==> config.mk <==
export PLATFORM = sky130hd
export DESIGN_NAME = fcb_branch_unit
export DESIGN_NICKNAME = d
export VERILOG_FILES = /design/src/hw/fcb_pkg.sv /design/src/hw/fcb_cond_eval.sv /design/src/hw/fcb_branch_unit.sv
export SDC_FILE = /design/constraint.sdc
export NUM_CORES = 1
export LEC_CHECK = 0
export BUFFER_PORTS_ARGS = -buffer_cell sky130_fd_sc_hd__buf_2
export CAP_MARGIN = 5
export CORE_UTILIZATION = 45
export DETAILED_ROUTE_END_ITERATION = 8
export PLACE_DENSITY = 0.69
export REMOVE_ABC_BUFFERS = 1
export SYNTH_ARGS = -nofsm -noshare
export SYNTH_HDL_FRONTEND = slang
export SYNTH_SLANG_ARGS = --single-unit
==> constraint.sdc <==
create_clock -name pclk -period 6.6 [get_ports pclk]
set_input_delay 0.33 -clock pclk [delete_from_list [all_inputs] [get_ports pclk]]
set_output_delay 0.33 -clock pclk [all_outputs]
set_load 0.005 [all_outputs]
==> src/hw/fcb_pkg.sv <==
// Package for the flag conditional branch unit
package fcb_pkg;
  // ---------------------------------------------------------------
  // Register offsets (byte addresses)
  // ---------------------------------------------------------------
  localparam logic [11:0] CTRL_OFFSET = 12'h000;
  localparam logic [11:0] INSTR_OFFSET = 12'h004;
  localparam logic [11:0] PC_OFFSET = 12'h008;
  localparam logic [11:0] STATUS_OFFSET = 12'h00C;
  localparam logic [11:0] FLAGS_OFFSET = 12'h010;
  localparam logic [11:0] COUNT_OFFSET = 12'h014;
  // ---------------------------------------------------------------
  // Field positions and reset values
  // ---------------------------------------------------------------
  localparam int CTRL_GO_BIT = 0;
  localparam int CTRL_LOADPC_BIT = 1;
  localparam int INSTR_COND_LSB = 8;
  localparam int FLAG_C_BIT = 0;
  localparam int FLAG_N_BIT = 2;
  localparam int FLAG_V_BIT = 3;
  localparam int FLAG_H_BIT = 5;
  localparam int FLAG_T_BIT = 6;
  localparam int PC_WIDTH = 16;
  localparam int OFFSET_WIDTH = 7;
  localparam logic [15:0] PC_RESET = 16'h0000;
  localparam logic [7:0] FLAGS_RESET = 8'h00;
  localparam logic [31:0] UNMAPPED_READ = 32'h0000_0000;
  // Cycle counts of one branch
  localparam logic [1:0] CYCLES_NOT_TAKEN = 2'h1;
  localparam logic [1:0] CYCLES_TAKEN = 2'h2;
  // ---------------------------------------------------------------
  // Types
  // ---------------------------------------------------------------
  typedef enum logic [3:0] {
    branch_on_carry_set,
    branch_on_negative,
    branch_on_nonnegative,
    branch_signed_ge,
    branch_signed_lt,
    branch_half_carry_set,
    branch_half_carry_clear,
    branch_transfer_bit_set,
    branch_transfer_bit_clear,
    branch_overflow_set,
    branch_overflow_clear
  } fcb_cond_t;
  typedef struct packed {
    logic [3:0] cond;
    logic [6:0] offset;
  } fcb_instr_t;
  typedef struct packed {
    logic       valid;
    logic [3:0] cond;
    logic [6:0] offset;
    logic [7:0] flags;
  } fcb_req_t;
endpackage

==> src/hw/fcb_cond_eval.sv <==
// Branch condition evaluator
`timescale 1ns/1ps
module fcb_cond_eval (
  // Condition and status flags
  input wire logic [3:0] cond,
  input wire logic [7:0] flags,
  // Result
  output logic taken,
  output logic known
);
  logic c_f;
  logic n_f;
  logic v_f;
  logic h_f;
  logic t_f;
  assign c_f = flags[fcb_pkg::FLAG_C_BIT];
  assign n_f = flags[fcb_pkg::FLAG_N_BIT];
  assign v_f = flags[fcb_pkg::FLAG_V_BIT];
  assign h_f = flags[fcb_pkg::FLAG_H_BIT];
  assign t_f = flags[fcb_pkg::FLAG_T_BIT];
  always_comb begin
    known = 1'b1;
    case (fcb_pkg::fcb_cond_t'(cond))
      fcb_pkg::branch_on_carry_set: taken = c_f;
      fcb_pkg::branch_on_negative: taken = n_f;
      fcb_pkg::branch_on_nonnegative: taken = ~n_f;
      fcb_pkg::branch_signed_ge: taken = ~(n_f ^ v_f);
      fcb_pkg::branch_signed_lt: taken = n_f ^ v_f;
      fcb_pkg::branch_half_carry_set: taken = h_f;
      fcb_pkg::branch_half_carry_clear: taken = ~h_f;
      fcb_pkg::branch_transfer_bit_set: taken = t_f;
      fcb_pkg::branch_transfer_bit_clear: taken = ~t_f;
      fcb_pkg::branch_overflow_set: taken = v_f;
      fcb_pkg::branch_overflow_clear: taken = ~v_f;
      default: begin
        taken = 1'b0;
        known = 1'b0;
      end
    endcase
  end
endmodule

==> src/hw/fcb_branch_unit.sv <==
// Flag conditional branch unit with APB register access
//
// The register offsets and register access over APB were left to the implementer.
`timescale 1ns/1ps
module fcb_branch_unit #(
  parameter int PCW = fcb_pkg::PC_WIDTH,
  parameter int KW = fcb_pkg::OFFSET_WIDTH
) (
  // Clock and reset
  input wire logic pclk,
  input wire logic presetn,
  // APB slave
  input wire logic psel,
  input wire logic penable,
  input wire logic pwrite,
  input wire logic [11:0] paddr,
  input wire logic [31:0] pwdata,
  output logic [31:0] prdata,
  output logic pready,
  output logic pslverr,
  // Core side
  input wire logic issue_valid,
  input wire logic [3:0] issue_cond,
  input wire logic [KW-1:0] issue_offset,
  input wire logic [7:0] status_flags,
  output logic busy,
  output logic fetch_flush,
  output logic done,
  output logic done_taken,
  output logic [PCW-1:0] pc
);
  // ---------------------------------------------------------------
  // Helpers
  // ---------------------------------------------------------------
  typedef enum {st_idle, st_flush} fcb_state_t;

  function automatic logic [PCW-1:0] fcb_target(input logic [PCW-1:0] base,
                                                input logic [KW-1:0] k,
                                                input logic tk);
    logic [PCW-1:0] ext;
    ext = {{(PCW-KW){k[KW-1]}}, k};
    if (tk) begin
      fcb_target = base + ext + {{(PCW-1){1'b0}}, 1'b1};
    end else begin
      fcb_target = base + {{(PCW-1){1'b0}}, 1'b1};
    end
  endfunction

  // ---------------------------------------------------------------
  // State
  // ---------------------------------------------------------------
  fcb_state_t state;
  fcb_state_t next_state;
  logic [PCW-1:0] next_pc;
  fcb_pkg::fcb_req_t req;
  logic [7:0] flags_seen;
  logic [7:0] next_flags_seen;
  logic next_done;
  logic next_done_taken;
  logic [15:0] branch_count;
  logic [15:0] next_branch_count;
  logic [15:0] taken_count;
  logic [15:0] next_taken_count;
  logic [3:0] sw_cond;
  logic [3:0] next_sw_cond;
  logic [KW-1:0] sw_offset;
  logic [KW-1:0] next_sw_offset;
  logic wr_en;
  logic rd_en;
  logic eval_taken;
  logic eval_known;
  logic [7:0] flags_in;

  assign wr_en = psel & penable & pwrite;
  assign rd_en = psel & penable & ~pwrite;
  assign pready = 1'b1;
  assign pslverr = 1'b0;

  // Request merge: core issue wins over software issue
  always_comb begin
    req.valid = 1'b0;
    req.cond = issue_cond;
    req.offset = issue_offset;
    req.flags = status_flags;
    if (state == st_idle && issue_valid) begin
      req.valid = 1'b1;
    end else if (state == st_idle && wr_en && paddr == fcb_pkg::CTRL_OFFSET &&
                 pwdata[fcb_pkg::CTRL_GO_BIT]) begin
      req.valid = 1'b1;
      req.cond = sw_cond;
      req.offset = sw_offset;
    end
  end

  assign flags_in = req.flags;

  fcb_cond_eval u_eval (
    .cond(req.cond),
    .flags(flags_in),
    .taken(eval_taken),
    .known(eval_known)
  );

  // ---------------------------------------------------------------
  // Branch sequencer
  // ---------------------------------------------------------------
  always_comb begin
    next_state = state;
    next_pc = pc;
    next_done = 1'b0;
    next_done_taken = 1'b0;
    next_flags_seen = flags_seen;
    next_branch_count = branch_count;
    next_taken_count = taken_count;
    case (state)
      st_idle: begin
        if (req.valid && eval_known) begin
          next_pc = fcb_target(pc, req.offset, eval_taken);
          next_flags_seen = req.flags;
          next_branch_count = branch_count + 16'h0001;
          if (eval_taken) begin
            next_state = st_flush;
            next_taken_count = taken_count + 16'h0001;
          end else begin
            next_done = 1'b1;
          end
        end else if (wr_en && paddr == fcb_pkg::PC_OFFSET) begin
          next_pc = pwdata[PCW-1:0];
        end
      end
      st_flush: begin
        next_state = st_idle;
        next_done = 1'b1;
        next_done_taken = 1'b1;
      end
      default: next_state = st_idle;
    endcase
  end

  always_ff @(posedge pclk or negedge presetn) begin
    if (!presetn) begin
      state <= st_idle;
      pc <= fcb_pkg::PC_RESET;
      done <= 1'b0;
      done_taken <= 1'b0;
      flags_seen <= fcb_pkg::FLAGS_RESET;
      branch_count <= 16'h0000;
      taken_count <= 16'h0000;
    end else begin
      state <= next_state;
      pc <= next_pc;
      done <= next_done;
      done_taken <= next_done_taken;
      flags_seen <= next_flags_seen;
      branch_count <= next_branch_count;
      taken_count <= next_taken_count;
    end
  end

  assign busy = (state == st_flush);
  assign fetch_flush = (state == st_flush);

  // ---------------------------------------------------------------
  // Software instruction register
  // ---------------------------------------------------------------
  always_comb begin
    next_sw_cond = sw_cond;
    next_sw_offset = sw_offset;
    if (wr_en && paddr == fcb_pkg::INSTR_OFFSET) begin
      next_sw_cond = pwdata[fcb_pkg::INSTR_COND_LSB +: 4];
      next_sw_offset = pwdata[KW-1:0];
    end
  end

  always_ff @(posedge pclk or negedge presetn) begin
    if (!presetn) begin
      sw_cond <= 4'h0;
      sw_offset <= '0;
    end else begin
      sw_cond <= next_sw_cond;
      sw_offset <= next_sw_offset;
    end
  end

  // ---------------------------------------------------------------
  // Read mux
  // ---------------------------------------------------------------
  always_comb begin
    prdata = fcb_pkg::UNMAPPED_READ;
    if (rd_en) begin
      case (paddr)
        fcb_pkg::INSTR_OFFSET: prdata = {20'h0_0000, sw_cond, 1'b0, sw_offset};
        fcb_pkg::PC_OFFSET: prdata = {{(32-PCW){1'b0}}, pc};
        fcb_pkg::STATUS_OFFSET: prdata = {30'h0000_0000, done_taken, busy};
        fcb_pkg::FLAGS_OFFSET: prdata = {24'h00_0000, flags_seen};
        fcb_pkg::COUNT_OFFSET: prdata = {taken_count, branch_count};
        default: prdata = fcb_pkg::UNMAPPED_READ;
      endcase
    end
  end
endmodule

==> summary.txt <==
CTS root buf: clkbuf_16
Slew Viols, Final: 0
R2R setup slack: 2.16 ns
hold_ws: 0.189 ns
Final Cycle Share: 67.3%
DR pass1 iterations: 5
Overall Global Routing Usage: 25.3%
CP endpoint kind: register
Synth area leader: dfrtp_1
FF+latch count, synth: 70
GPL Wtd Cong: 0.902
most frequent CP cell: o21ai_0
Avg Inst Size Synth: 9.15 um2
Yosys cell types: 69
I/O pins: 123
reg2reg path depth: 16
RSZ-0062 raised after global routing: no
antenna violations before repair: 0
H-Tree Depth: 3
Comb power frac: 37.4%
global route total overflow: 0
buffers plus inverters on the worst setup path: 1
r2r startpoint: state[0]
Residual DRC: 0
Setup CP Type: register to register
synth warn: 0
Post CTS Setup Buffer Count: 0
Hold Startpoint: status_flags[4]
synthesized cell area: 5130 um2
Post-DP HPWL: 10200 um
Layout Nets: 744
final hold viol count: 0
1st-iter DRT viols: 324
worst setup path startpoint: state[0]
startpoint types: register
outcome: complete, no violations
Top FF cell, synth: dfrtp_1
clk sinks: 70
TritonCTS Buffers: 9
worst path required time: 6.86 ns
NetSw: 0.730 mW
chip height: 109 um
clk_lat worst skew: 0.34 ns
Worst R2R End: pc[14]
number of global-route vias before repair: 4497
headroom to the max-slew limit: 23.2%
area of placed instances: 5720 um2
max frequency: 225 MHz
sequential power share: 35.5%
first-pass GRT wire length: 22600 um
clock-pin slew on the worst setup and hold paths: 0.06 ns
dominant cells by area after synthesis: dfrtp_1 (34%), xnor2_1 (5.6%), ha_1 (4.9%)
asr flop ratio synth: 100%
CP Cell Sequence: and4b_1, nand4_4, nor2_4, mux2i_1, ha_1, inv_1, fa_1, a21o_1, a21oi_1, nor2b_1, o21ai_0, o21ai_0, o21ai_0, a21bo_2, mux2_2, a31oi_1
Tightest Pin Transition: 1.15 ns
Worst path slowest cell: dfrtp_1
Via density: 5.81
P_int: 1.16 mW
share of the synthesized area in the top cell type: 34.1%
CP delay by family, top: compound AO/OA/AOI/OAI gates
Max-Cap Viols: 0
Final ANT Viol Nets: 0
cts repair resizes: 0
critical path depth: 16
hold path endpoint: flags_seen[4]
leakage: 2.84 nW
slowest stage delay, CP: 0.42 ns
pin count of the biggest net entering global routing: 71
final WL: 14200 um
Worst Hold Depth: 3
Final Core Density: 54.9%
Setup TNS Final: 0 ns
area grow syn2layout: 17.5%
Port Buffers: 104
Hold/Removal Path Class: primary input to register
Synth Instances: 561
Seq/Total Area, Yosys: 34.1%
minimum clock period: 4.44 ns
Starting Density: 46.7%
# rows: 38
final setup vio count: 0
clock network fraction of design power: 27.1%
CP Max Fanout: 14
DIE AREA: 11800 um2
TritonCTS clock tree: done
Core Box Area: 11000 um2
crit path DAT: 4.70 ns
maximum clock path buffer count: 2
routed length per placed instance: 17.8 um
cts hold-fix bufs: 0
Sw Ratio: 38.5%
P per Cell Area: 314 nW/um2
Post-synth EDFFs: 0
Worst Skew: 0.00864 ns
Final Cell Area: 6030 um2
Peak VDD IR: 185 uV
die width: 109 um
total number of vias: 4646
Ant. Diodes: 0
fraction of layout instances using a drive strength above 1: 25.9%
[synth_stat cells, types with 7 or more instances]
master / n
a211oi_1: 14
a21oi_1: 36
a222oi_1: 12
and3_1: 31
clkbuf_1: 11
dfrtp_1: 70
ha_1: 20
inv_1: 11
mux2_2: 20
mux2i_1: 17
nand2_1: 65
nand2b_1: 9
nand3_1: 18
nand4_1: 7
nor2_1: 37
nor2b_1: 15
nor4_1: 7
o21ai_0: 14
xnor2_1: 33
xor2_1: 16
[power by group through the flow]
stage	Sequential (mW)	Clock [mW]	Combinational, mW
2_1_floorplan	0.629	0	0.519
3_3_place_gp	0.671	0	0.677
3_5_place_dp	0.674	0	0.702
4_1_cts	0.668	0.518	0.706
5_1_grt	0.689	0.536	0.798
6_report	0.673	0.513	0.708
[through the flow]
| step | total power, mW | cells | worst slack, ns |
|---|---|---|---|
| final | 1.89 | 799 | 2.16 |
| after global routing | 2.02 | 799 | 1.84 |
| after CTS | 1.89 | 799 | 2.18 |
| after detailed placement | 1.38 | 783 | 2.13 |
| after global placement | 1.35 | 783 | 2.26 |
| after floorplan | 1.15 | 533 | 2.84 |
[state kept, by name, indices dropped and copies added (netlist names)]
name	flops
branch_count	16
done	1
done_taken	1
flags_seen	8
pc	16
state	1
sw_cond	4
sw_offset	7
taken_count	16
[worst max-delay path by stage]
stage               endpoint
finish                pc[14]
global route          pc[14]
CTS                   pc[14]
detailed placement    pc[14]
global placement      pc[14]
floorplan             pc[14]
[cell families after synthesis]
group,Yosys count,synth area share [%]
buffers and inverters,39,3.95
xor gates and xnor gates,50,8.68
and+or+nand+nor,221,23.4
other,2,0.146
adders and majority gates,21,5.26
muxes,39,8.21
DFF,70,34.1
AOI/OAI and AO/OA,119,16.3
[final cells by class]
| cell class | count | area [um2] |
|---|---|---|
| multi-input combinational | 452 | 3190 |
| timing repair buffer | 110 | 566 |
| sequential | 70 | 1750 |
| clock inverter | 6 | 70.1 |
| fill | 982 | 4950 |
| clock buffer | 10 | 239 |
| tap | 140 | 175 |
| inverter | 11 | 41.3 |
[cells in the final DEF (no fill, tap or decap), drive strengths merged, types with 3 or more instances in the layout]
cell	n
nor4	8
nand2b	9
a31oi	6
dfrtp	70
buf	110
o21ai	17
nor3	9
nand3	19
nand2	65
clkinv	4
mux2i	17
a222oi	12
nor2	39
and4	5
inv	12
ha	20
and2	3
clkbuf	10
o21a	3
mux2	22
a21oi	38
xnor2	34
xor2	16
o22ai	3
a21o	4
nor2b	15
o31ai	3
a211oi	14
nand4	8
and3	31
a22oi	6
[worst register-to-register path, stage by stage, from the launching register on]
cell	delay, ns
dfrtp_1	0.42
and4b_1	0.36
nand4_4	0.17
nor2_4	0.40
mux2i_1	0.25
ha_1	0.19
inv_1	0.06
fa_1	0.41
a21o_1	0.18
a21oi_1	0.25
nor2b_1	0.10
o21ai_0	0.40
o21ai_0	0.22
o21ai_0	0.26
a21bo_2	0.21
mux2_2	0.33
a31oi_1	0.15
[layer usage]
metal	track usage, %	part of all wire [%]	up-vias
met4	14.3	3.0	0
met2	40.1	48	166
met1	33.4	43	2222
met5	0	0	-
li1	-	-	2224
met3	2.99	5.4	34
No activity file was read; power rests on OpenSTA's default activity.
